===== src/shared/adc_fmt_pkg.sv =====
// Constants and types for the converter result and reference select block
package adc_fmt_pkg;
  // Bus geometry
  localparam int ADDR_W = 8;
  localparam int DATA_W = 32;
  localparam int IDX_W = 6;
  // Register indices, byte address is four times the index
  localparam logic [IDX_W-1:0] IDX_RES_LOW = 6'h04;
  localparam logic [IDX_W-1:0] IDX_RES_HIGH = 6'h05;
  localparam logic [IDX_W-1:0] IDX_SELECT = 6'h07;
  localparam logic [IDX_W-1:0] IDX_CSB = 6'h08;
  localparam logic [IDX_W-1:0] IDX_STATUS = 6'h09;
  localparam logic [IDX_W-1:0] IDX_MASK = 6'h0A;
  // Selection register fields
  localparam int SEL_REF_MSB = 7;
  localparam int SEL_REF_LSB = 6;
  localparam int SEL_ALIGN = 5;
  localparam int SEL_CHAN_MSB = 4;
  // Control/status B fields
  localparam int CSB_BIN = 7;
  localparam int CSB_GAIN_HI = 6;
  localparam int CSB_REF_HIGH = 4;
  localparam int CSB_CHAN_MSB = 3;
  // Interrupt status fields
  localparam int ST_W = 2;
  localparam int ST_DONE = 0;
  localparam int ST_REF_UPD = 1;
  // Reset values
  localparam logic [7:0] RESET_SELECT = 8'h00;
  localparam logic [7:0] RESET_CSB = 8'h00;
  localparam logic [ST_W-1:0] RESET_STATUS = 2'h0;
  localparam logic [ST_W-1:0] RESET_MASK = 2'h0;
  // Conversion lengths in converter clocks
  localparam logic [4:0] CONV_NORMAL_CYC = 5'h0D;
  localparam logic [4:0] CONV_LONG_CYC = 5'h19;
  // Channel codes and result limits
  localparam logic [5:0] TEMP_CHANNEL = 6'h3F;
  localparam int RAW_W = 12;
  localparam logic signed [RAW_W-1:0] UNI_MAX = 12'h3FF;
  localparam logic signed [RAW_W-1:0] BIP_MAX = 12'h1FF;
  localparam logic signed [RAW_W-1:0] BIP_MIN = 12'hE00;
  localparam logic [9:0] CODE_ZERO = 10'h000;
  localparam logic [9:0] CODE_MAX = 10'h3FF;
  localparam logic [9:0] CODE_BIP_MAX = 10'h1FF;
  localparam logic [9:0] CODE_BIP_MIN = 10'h200;

  typedef enum logic [1:0] {
    GAIN_1X = 2'b00,
    GAIN_8X = 2'b01,
    GAIN_20X = 2'b10,
    GAIN_32X = 2'b11
  } gain_t;

  typedef enum logic [1:0] {
    KIND_SINGLE = 2'b00,
    KIND_UNIPOLAR = 2'b01,
    KIND_BIPOLAR = 2'b10
  } conv_kind_t;

  typedef enum logic [2:0] {
    REF_SUPPLY = 3'b000,
    REF_EXT_PIN = 3'b001,
    REF_INT_1V1 = 3'b010,
    REF_RESERVED = 3'b011,
    REF_INT_2V56 = 3'b100,
    REF_INT_2V56_BYP = 3'b101
  } ref_src_t;
endpackage


===== src/shared/chan_if.sv =====
// Channel code and its decoded input kind and gain
`timescale 1ns/1ns
interface chan_if;
  import adc_fmt_pkg::*;
  logic [5:0] code;
  logic gain_hi;
  logic diff;
  gain_t gain;
  logic temp;
  modport decoder (input code, input gain_hi, output diff, output gain, output temp);
  modport user (output code, output gain_hi, input diff, input gain, input temp);
endinterface


===== src/hw/channel_decode.sv =====
// Decode of the six-bit channel code into input kind and gain
`timescale 1ns/1ns
module channel_decode
  import adc_fmt_pkg::*;
(
  // Channel code and decoded fields
  chan_if.decoder ch
);
  logic is_diff;
  logic low_gain;

  always_comb begin
    is_diff = 1'b0;
    low_gain = 1'b0;
    if (ch.code >= 6'h0B && ch.code <= 6'h1D) begin
      is_diff = 1'b1;
      // Pairs that run at the low gain
      unique case (ch.code)
        6'h0C, 6'h0F, 6'h10, 6'h13, 6'h15, 6'h18, 6'h1A, 6'h1D: low_gain = 1'b1;
        default: low_gain = 1'b0;
      endcase
    end else if (ch.code >= 6'h20 && ch.code <= 6'h3D) begin
      is_diff = 1'b1;
      low_gain = ch.code[0] && (ch.code < 6'h3A);
    end
    ch.diff = is_diff;
    // [RULE4] Four gain factors
    if (!is_diff) begin
      ch.gain = GAIN_1X;
    end else if (ch.code < 6'h20) begin
      ch.gain = low_gain ? GAIN_1X : GAIN_20X;
    end else if (low_gain) begin
      ch.gain = ch.gain_hi ? GAIN_8X : GAIN_1X;
    end else begin
      ch.gain = ch.gain_hi ? GAIN_32X : GAIN_20X;
    end
    // [RULE8] Temperature channel select
    ch.temp = (ch.code == TEMP_CHANNEL);
  end
endmodule


===== src/hw/result_format.sv =====
// Saturation of the raw difference into a ten-bit result code
`timescale 1ns/1ns
module result_format
  import adc_fmt_pkg::*;
(
  // Raw converter value and conversion kind
  input wire logic signed [RAW_W-1:0] raw,
  input wire conv_kind_t kind,
  // Formatted code
  output logic [9:0] code
);
  logic signed [RAW_W-1:0] half;

  always_comb begin
    half = raw >>> 1;
    code = CODE_ZERO;
    unique case (kind)
      // [RULE6] Two's complement, scale 512
      KIND_BIPOLAR: begin
        if (half > BIP_MAX) begin
          code = CODE_BIP_MAX;
        end else if (half < BIP_MIN) begin
          code = CODE_BIP_MIN;
        end else begin
          code = half[9:0];
        end
      end
      // [RULE2] [RULE3] Unsigned, negative forced to zero
      default: begin
        if (raw < 0) begin
          code = CODE_ZERO;
        end else if (raw > UNI_MAX) begin
          code = CODE_MAX;
        end else begin
          code = raw[9:0];
        end
      end
    endcase
  end
endmodule


===== src/hw/adc_fmt_top.sv =====
// Converter result formatting, reference select and register slave
// Functional notes
// [RULE1] On conversion done, result is split over low and high result bytes.
// [RULE2] Single-ended result is unsigned, ground 0x000, top 0x3FF.
// [RULE3] Unipolar differential is unsigned, negative difference forced to zero.
// [RULE4] Differential gain is 1x, 8x, 20x or 32x from the channel code.
// [RULE5] Unipolar by default; bipolar only while the bipolar select bit is one.
// [RULE6] Bipolar result is two's complement from 0x200 to 0x1FF.
// [RULE7] Result MSB in high byte is the sign in bipolar mode.
// [RULE8] Channel code 111111 selects temperature channel and enables sensor.
// [RULE9] Software picks the 1.1V reference and single conversions for temperature.
// [RULE10] Selection register: reference 7:6, align 5, channel 4:0, reset zero.
// [RULE11] Reference decode: supply, pin, 1.1V, reserved, 2.56V, 2.56V bypassed.
// [RULE12] Reference change during a conversion waits for its completion.
// [RULE13] After a reference change the next conversion takes 25 cycles.
// [RULE14] Align bit one left-adjusts result, zero right-adjusts.
// [RULE15] Toggling align re-presents result bytes at once.
// [RULE16] Channel low bits plus channel MSB choose input, pair and gain.
// [RULE17] Left: 9:2 high, 1:0 top of low; right: 9:8 bottom of high.
//
// Our own choice: register access over Avalon-MM.
`timescale 1ns/1ns
module adc_fmt_top
  import adc_fmt_pkg::*;
(
  // Clock and reset
  input wire logic CORE_CLK,
  input wire logic RST_B,
  // Register bus
  input wire logic [ADDR_W-1:0] AVS_ADDRESS,
  input wire logic AVS_READ,
  input wire logic AVS_WRITE,
  input wire logic [DATA_W-1:0] AVS_WRITEDATA,
  input wire logic [3:0] AVS_BYTEENABLE,
  output logic [DATA_W-1:0] AVS_READDATA,
  output logic AVS_WAITREQUEST,
  // Converter core
  input wire logic CONV_BUSY,
  input wire logic CONV_DONE,
  input wire logic signed [RAW_W-1:0] RAW_CODE,
  output logic [5:0] ACTIVE_CHANNEL,
  output logic DIFF_INPUT,
  output logic [1:0] GAIN_SELECT,
  output logic BIPOLAR_ACTIVE,
  output logic [2:0] REF_SOURCE,
  output logic TEMP_SENSOR_EN,
  output logic [4:0] CONV_CYCLES,
  // Interrupt
  output logic IRQ
);

  ////////////////////////////////////////////////////////////////////////////
  // Declarations
  logic [7:0] select_ff, nxt_select;
  logic [7:0] csb_ff, nxt_csb;
  logic [ST_W-1:0] status_ff, nxt_status;
  logic [ST_W-1:0] mask_ff, nxt_mask;
  logic [5:0] act_chan_ff, nxt_act_chan;
  logic [2:0] act_ref_ff, nxt_act_ref;
  logic act_gain_hi_ff, nxt_act_gain_hi;
  logic act_bin_ff, nxt_act_bin;
  logic diff_ff, nxt_diff;
  gain_t gain_ff, nxt_gain;
  logic temp_ff, nxt_temp;
  ref_src_t ref_src_ff, nxt_ref_src;
  logic long_ff, nxt_long;
  logic [4:0] cyc_ff, nxt_cyc;
  logic irq_ff, nxt_irq;
  logic [9:0] result_ff, nxt_result;
  logic wait_ff, nxt_wait;
  logic [DATA_W-1:0] rdata_ff, nxt_rdata;
  logic [IDX_W-1:0] idx;
  logic acc_wr;
  logic update;
  logic ref_change;
  logic [7:0] res_high, res_low;
  logic [9:0] fmt_code;
  conv_kind_t kind;
  logic [ST_W-1:0] st_clear, st_set;

  chan_if ch ();

  ////////////////////////////////////////////////////////////////////////////
  // Reference decode
  function automatic ref_src_t ref_decode(input logic [2:0] r);
    ref_src_t s;
    s = REF_SUPPLY;
    unique casez (r)
      3'b?00: s = REF_SUPPLY;
      3'b?01: s = REF_EXT_PIN;
      3'b010: s = REF_INT_1V1;
      3'b011: s = REF_RESERVED;
      3'b110: s = REF_INT_2V56;
      3'b111: s = REF_INT_2V56_BYP;
      default: s = REF_SUPPLY;
    endcase
    return s;
  endfunction

  ////////////////////////////////////////////////////////////////////////////
  // Submodules
  assign ch.code = nxt_act_chan;
  assign ch.gain_hi = nxt_act_gain_hi;

  channel_decode u_dec (
    .ch(ch)
  );

  result_format u_fmt (
    .raw(RAW_CODE),
    .kind(kind),
    .code(fmt_code)
  );

  ////////////////////////////////////////////////////////////////////////////
  // Result presentation
  always_comb begin
    // [RULE5] Bipolar only for differential with select set
    if (!diff_ff) begin
      kind = KIND_SINGLE;
    end else if (act_bin_ff) begin
      kind = KIND_BIPOLAR;
    end else begin
      kind = KIND_UNIPOLAR;
    end
  end

  always_comb begin
    // [RULE14] [RULE15] [RULE17] Alignment applied live
    if (select_ff[SEL_ALIGN]) begin
      res_high = result_ff[9:2];
      res_low = {result_ff[1:0], 6'h00};
    end else begin
      // [RULE7] Sign bit lands in high byte
      res_high = {6'h00, result_ff[9:8]};
      res_low = result_ff[7:0];
    end
  end

  ////////////////////////////////////////////////////////////////////////////
  // Next-state logic
  always_comb begin
    idx = AVS_ADDRESS[ADDR_W-1:2];
    acc_wr = AVS_WRITE && !wait_ff && AVS_BYTEENABLE[0];
    nxt_select = select_ff;
    nxt_csb = csb_ff;
    nxt_mask = mask_ff;
    st_clear = '0;
    // [RULE10] Selection register write
    if (acc_wr && idx == IDX_SELECT) begin
      nxt_select = AVS_WRITEDATA[7:0];
    end
    if (acc_wr && idx == IDX_CSB) begin
      nxt_csb = AVS_WRITEDATA[7:0];
    end
    if (acc_wr && idx == IDX_MASK) begin
      nxt_mask = AVS_WRITEDATA[ST_W-1:0];
    end
    if (acc_wr && idx == IDX_STATUS) begin
      st_clear = AVS_WRITEDATA[ST_W-1:0];
    end

    // [RULE12] Selection locked while converting
    update = !CONV_BUSY || CONV_DONE;
    nxt_act_chan = act_chan_ff;
    nxt_act_ref = act_ref_ff;
    nxt_act_gain_hi = act_gain_hi_ff;
    nxt_act_bin = act_bin_ff;
    if (update) begin
      // [RULE16] Channel MSB joins the low bits
      nxt_act_chan = {csb_ff[CSB_CHAN_MSB], select_ff[SEL_CHAN_MSB:0]};
      nxt_act_ref = {csb_ff[CSB_REF_HIGH], select_ff[SEL_REF_MSB:SEL_REF_LSB]};
      nxt_act_gain_hi = csb_ff[CSB_GAIN_HI];
      nxt_act_bin = csb_ff[CSB_BIN];
    end
    ref_change = (nxt_act_ref != act_ref_ff);

    // [RULE11] Reference decode
    nxt_ref_src = ref_decode(nxt_act_ref);
    nxt_diff = ch.diff;
    nxt_gain = ch.gain;
    // [RULE8] Sensor enable from channel code
    nxt_temp = ch.temp;

    // [RULE13] Long conversion after reference change
    nxt_long = long_ff;
    if (CONV_DONE) begin
      nxt_long = 1'b0;
    end
    if (ref_change) begin
      nxt_long = 1'b1;
    end
    nxt_cyc = nxt_long ? CONV_LONG_CYC : CONV_NORMAL_CYC;

    // [RULE1] Capture result on completion
    nxt_result = result_ff;
    if (CONV_DONE) begin
      nxt_result = fmt_code;
    end

    // Sticky events, set beats clear
    st_set = '0;
    st_set[ST_DONE] = CONV_DONE;
    st_set[ST_REF_UPD] = ref_change;
    nxt_status = (status_ff & ~st_clear) | st_set;
    nxt_irq = |(nxt_status & nxt_mask);
  end

  // Bus answer one cycle after request
  always_comb begin
    nxt_wait = 1'b1;
    nxt_rdata = rdata_ff;
    if (wait_ff && (AVS_READ || AVS_WRITE)) begin
      nxt_wait = 1'b0;
    end
    if (wait_ff && AVS_READ) begin
      nxt_rdata = '0;
      unique case (idx)
        IDX_RES_LOW: nxt_rdata[7:0] = res_low;
        IDX_RES_HIGH: nxt_rdata[7:0] = res_high;
        IDX_SELECT: nxt_rdata[7:0] = select_ff;
        IDX_CSB: nxt_rdata[7:0] = csb_ff;
        IDX_STATUS: nxt_rdata[ST_W-1:0] = status_ff;
        IDX_MASK: nxt_rdata[ST_W-1:0] = mask_ff;
        default: nxt_rdata = '0;
      endcase
    end
  end

  ////////////////////////////////////////////////////////////////////////////
  // State registers
  // Software registers
  always_ff @(posedge CORE_CLK or negedge RST_B) begin
    if (!RST_B) begin
      select_ff <= RESET_SELECT;
      csb_ff <= RESET_CSB;
      mask_ff <= RESET_MASK;
    end else begin
      select_ff <= nxt_select;
      csb_ff <= nxt_csb;
      mask_ff <= nxt_mask;
    end
  end

  // Locked selection and decode
  always_ff @(posedge CORE_CLK or negedge RST_B) begin
    if (!RST_B) begin
      act_chan_ff <= 6'h00;
      act_ref_ff <= 3'h0;
      act_gain_hi_ff <= 1'b0;
      act_bin_ff <= 1'b0;
      diff_ff <= 1'b0;
      gain_ff <= GAIN_1X;
      temp_ff <= 1'b0;
      ref_src_ff <= REF_SUPPLY;
    end else begin
      act_chan_ff <= nxt_act_chan;
      act_ref_ff <= nxt_act_ref;
      act_gain_hi_ff <= nxt_act_gain_hi;
      act_bin_ff <= nxt_act_bin;
      diff_ff <= nxt_diff;
      gain_ff <= nxt_gain;
      temp_ff <= nxt_temp;
      ref_src_ff <= nxt_ref_src;
    end
  end

  // Conversion, result and events
  always_ff @(posedge CORE_CLK or negedge RST_B) begin
    if (!RST_B) begin
      status_ff <= RESET_STATUS;
      long_ff <= 1'b0;
      cyc_ff <= CONV_NORMAL_CYC;
      irq_ff <= 1'b0;
      result_ff <= CODE_ZERO;
    end else begin
      status_ff <= nxt_status;
      long_ff <= nxt_long;
      cyc_ff <= nxt_cyc;
      irq_ff <= nxt_irq;
      result_ff <= nxt_result;
    end
  end

  // Bus answer
  always_ff @(posedge CORE_CLK or negedge RST_B) begin
    if (!RST_B) begin
      wait_ff <= 1'b1;
      rdata_ff <= '0;
    end else begin
      wait_ff <= nxt_wait;
      rdata_ff <= nxt_rdata;
    end
  end

  ////////////////////////////////////////////////////////////////////////////
  // Outputs
  assign AVS_READDATA = rdata_ff;
  assign AVS_WAITREQUEST = wait_ff;
  assign ACTIVE_CHANNEL = act_chan_ff;
  assign DIFF_INPUT = diff_ff;
  assign GAIN_SELECT = gain_ff;
  assign BIPOLAR_ACTIVE = act_bin_ff;
  assign REF_SOURCE = ref_src_ff;
  assign TEMP_SENSOR_EN = temp_ff;
  assign CONV_CYCLES = cyc_ff;
  assign IRQ = irq_ff;
endmodule


===== config.mk =====
export PLATFORM = sky130hd
export DESIGN_NAME = adc_fmt_top
export DESIGN_NICKNAME = d
export VERILOG_FILES = /design/src/shared/adc_fmt_pkg.sv /design/src/shared/chan_if.sv /design/src/hw/channel_decode.sv /design/src/hw/result_format.sv /design/src/hw/adc_fmt_top.sv
export SDC_FILE = /design/constraint.sdc
export NUM_CORES = 1
export LEC_CHECK = 0
export BUFFER_PORTS_ARGS = -buffer_cell sky130_fd_sc_hd__buf_2
export CAP_MARGIN = 20
export CELL_PAD_IN_SITES_DETAIL_PLACEMENT = 1
export CELL_PAD_IN_SITES_GLOBAL_PLACEMENT = 1
export CORE_MARGIN = 4
export CORE_UTILIZATION = 35
export DETAILED_ROUTE_END_ITERATION = 10
export PLACE_DENSITY = 0.74
export SETUP_SLACK_MARGIN = 0.4
export SLEW_MARGIN = 25
export SYNTH_ARGS = -nofsm -noshare
export SYNTH_HDL_FRONTEND = slang
export SYNTH_HIERARCHICAL = 1
export SYNTH_SLANG_ARGS = --single-unit

===== constraint.sdc =====
create_clock -name CORE_CLK -period 5.6 [get_ports CORE_CLK]
set_clock_uncertainty 0.15 [all_clocks]
set_input_delay 1.12 -clock CORE_CLK [delete_from_list [all_inputs] [get_ports CORE_CLK]]
set_output_delay 1.12 -clock CORE_CLK [all_outputs]
set_load 0.05 [all_outputs]

==> results.md <==
* Post-synthesis sequential area ratio at 45.6%
* R2R depth at 4
* Share of post-route cells with drive strength above 1 at a little over a third
* Compound-Gate Fraction of Synth Area at a little over an eighth
* TNS Setup at 0 ns
* Required @ worst endpoint at 5.65 ns
* Global-route wire length before repair at around 13 mm
* Worst Setup SP: CONV_DONE
* Die Width at 105 µm
* CP Capture Point: GAIN_SELECT[1]
* Crit. End Element: flop
* FFs w/ async S/R, synth at 100%
* Setup-failing EPs final at 0
* RSZ-0062 raised after global routing: no
* Clock Tree Root: clkbuf_8
* Synth area leaders: dfrtp_1 (44%), mux2_2 (8.9%), buf_4 (6.8%)
* Post-Synthesis Cells at 280
* Via density at 5.14
* R2R Path Start: AVS_WAITREQUEST
* Largest net degree at the start of global routing at 61
* First drt pass iteration count at 4
* Fillers at 1036
* Fin nets at approximately 400
* Fin crit period at 2.97 ns
* Area fraction in and, or, nand and nor cells after synthesis at approximately a tenth
* Initial core utilization at 35.9%
* Post-CTS resize count at 0
* # port buffers at a little under 60
* Via count at 2310
* Total power per unit cell area at 275 nW/µm²
* Multi-input combinational cell area at 1560 µm²
* Area delta synth->final at 12.0%
* Antenna violations before repair at 0
* Dpl hpwl at slightly below 6 mm
* Yosys cell types at between 50 and 60
* Die area at around 11000 µm²
* H-tree depth at 3
* Post-synthesis mux area share at 18.9%
* Placed Cells at ~430
* Synth top area share at 44.0%
* RR Endpoint: AVS_READDATA[6]
* Clock Pin Slew Worst Setup and Hold Paths at 0.06 ns
* # rows at 35
* Synthesized area per cell at around 12 µm²
* Syn Std Cell Area at between 3000 and 4000 µm²
* Worst Max-Slew Pin Slew at between 0.7 and 0.8 ns
* Clk sinks at 60
* Total gr overflow at 0
* Clk_lat worst skew at 0.34 ns
* Hold buffers post-CTS at 0
* Post-route ant nets at 0
* Status: finished, final reports clean
* GRT Util Overall at 14.6%
* Critical Path Source Type: input pin
* Critical Path Fanout Max at 13
* Number of enable flip-flop cells after synthesis at 0
* Non-filler cells, final at roughly 450
* Routed wire length at 7.70 mm
* Fin crit share at 53.1%
* Drt wl/cell at ~17 µm
* Seq cells post-synth at 60
* R2R setup slack at ~3.6 ns
* Critical path arrival at 3.03 ns
* Hold Path Class: reg2reg
* Yosys warns at 6
* Slew HR at 49.7%
* Core region area at 9200 µm²
* Setup bufs post-CTS at 0
* Synth Flop Type: dfrtp_1
* Maximum Capacitance Violations at 0
* Max-slew violation count at 0
* CTS tree: built
* Antenna cell count at 0
* Final hold viol count at 0
* Residual DRC at 0
* GP Congestion at approximately 0.8
* Adder-cell share of the synthesized area at 1.14%
* Worst vdd ir at 0.124 mV
* Vias in the first global route at 2447
* Main combinational cell family by area after synthesis: multiplexers
* Die span in y at ~110 µm
* DRT iter0 DRCs at ~110
* Peak Freq at 336 MHz
* P_leak at 1.78 nW
* Top-Level Pins at between 100 and 150
* Largest area contributor in the netlist: dfrtp_1
* CTS Buffer Depth at 2
* Setup CP Type: in2reg
* Seq. cell area at approximately 1500 µm²
* Post-Synth XOR/XNOR Area at 0.797%
* TritonCTS buffer count at 9
[layer usage]
metal  vias up  track usage, %  part of all wire (%)
met5         -               0                     0
met4         0            3.09                  0.52
met3         4            4.76                   5.8
met2        65            23.9                    49
met1      1155            18.7                    44
li1       1086               -                     -
[power by group]
group | switching [W] | internal [W]
Sequential | 0.0000236 | 0.000467
Combinational | 0.000155 | 0.0000597
Clock | 0.000152 | 0.000159
[worst min-delay path by stage]
| stage | from | end | depth (start not counted) |
|---|---|---|---|
| floorplan | status_ff[0] | status_ff[0] | 1 |
| global placement | status_ff[0] | status_ff[0] | 1 |
| detailed placement | AVS_WAITREQUEST | AVS_WAITREQUEST | 1 |
| CTS | AVS_WAITREQUEST | AVS_WAITREQUEST | 1 |
| global route | act_gain_hi_ff | act_gain_hi_ff | 1 |
| finish | AVS_WAITREQUEST | AVS_WAITREQUEST | 1 |
[logic make-up (layout without fill, tap and decap cells)]
logic type,count (synthesis),after routing
xor gates and xnor gates,3,3
DFF,60,60
muxes,54,54
buffers and inverters,50,83
and+or+nand+nor,44,44
other,2,27
AOI/OAI and AO/OA,64,64
adders and majority gates,3,3
[synth_stat cells (3+ instances only)]
library cell,number
dfrtp_1,58
buf_4,30
mux2_2,26
a31oi_1,13
mux2i_1,13
o21ai_1,11
a21oi_1,8
a32oi_1,8
mux2_4,8
o21ai_0,8
clkbuf_1,7
inv_1,7
mux2_1,7
nor2_1,6
nor2b_1,6
nand2_1,5
a221oi_1,4
a21o_1,3
a222oi_1,3
and3_1,3
buf_2,3
ha_1,3
xnor2_1,3
[cell type report]
cell class                      count  share of cell area, %
Multi-Input combinational cell    195                   42.4
Sequential cell                    60                   40.7
Timing Repair Buffer               60                   8.27
Clock buffer                       13                   3.76
Tap cell                          111                   3.76
Inverter                            7                  0.712
Clock inverter                      3                  0.407
[registers in the layout (all words and copies together) (netlist names), 2 cells and up]
name / flops
act_ref_ff: 3
REF_SOURCE: 3
select_ff: 8
ACTIVE_CHANNEL: 6
GAIN_SELECT: 2
AVS_READDATA: 8
result_ff: 10
mask_ff: 2
csb_ff: 8
CONV_CYCLES: 2
status_ff: 2
[stage by stage]
| step | utilization, % | total power, W | area, µm² | setup WS [ns] | hold WS [ns] |
|---|---|---|---|---|---|
| CTS | 40.1 | 0.00103 | 3690 | 2.61 | 0.354 |
| finish | 40.1 | 0.00102 | 3690 | 2.63 | 0.351 |
| global placement | 38.5 | 0.000709 | 3540 | 2.30 | 0.331 |
| detailed placement | 38.5 | 0.000715 | 3540 | 2.27 | 0.336 |
| global route | 40.1 | 0.00107 | 3690 | 2.47 | 0.380 |
| floorplan | - | 0.000671 | 3390 | 2.37 | 0.312 |
[critical path, cell delays in order]
cell	delay (ns)
buf_2	0.20
nor2b_1	0.16
buf_4	0.23
mux2_2	0.42
inv_1	0.07
ha_1	0.24
nor3b_2	0.17
a21oi_1	0.07
o311ai_1	0.23
a21oi_1	0.10
[cells in the final DEF, fill, tap and decap left out, drive strengths merged, types with 2 or more instances in the layout]
cell type  synthesis  final
buf               36     60
dfrtp             58     58
mux2              41     41
conb               2     27
o21ai             19     19
mux2i             13     13
a31oi             13     13
clkbuf             7     13
a32oi              8      8
a21oi              8      8
inv                7      7
nor2b              7      7
nor2               6      6
nand2              6      6
a221oi             4      4
a21o               3      3
xnor2              3      3
and3               3      3
a222oi             3      3
clkinv             0      3
ha                 3      3
nor4               3      3
dfstp              2      2
nand3              2      2
nand4              2      2
and2               2      2
nand2b             2      2
nor4b              2      2
nor3b              2      2
Power figures use the tool's default switching activity.
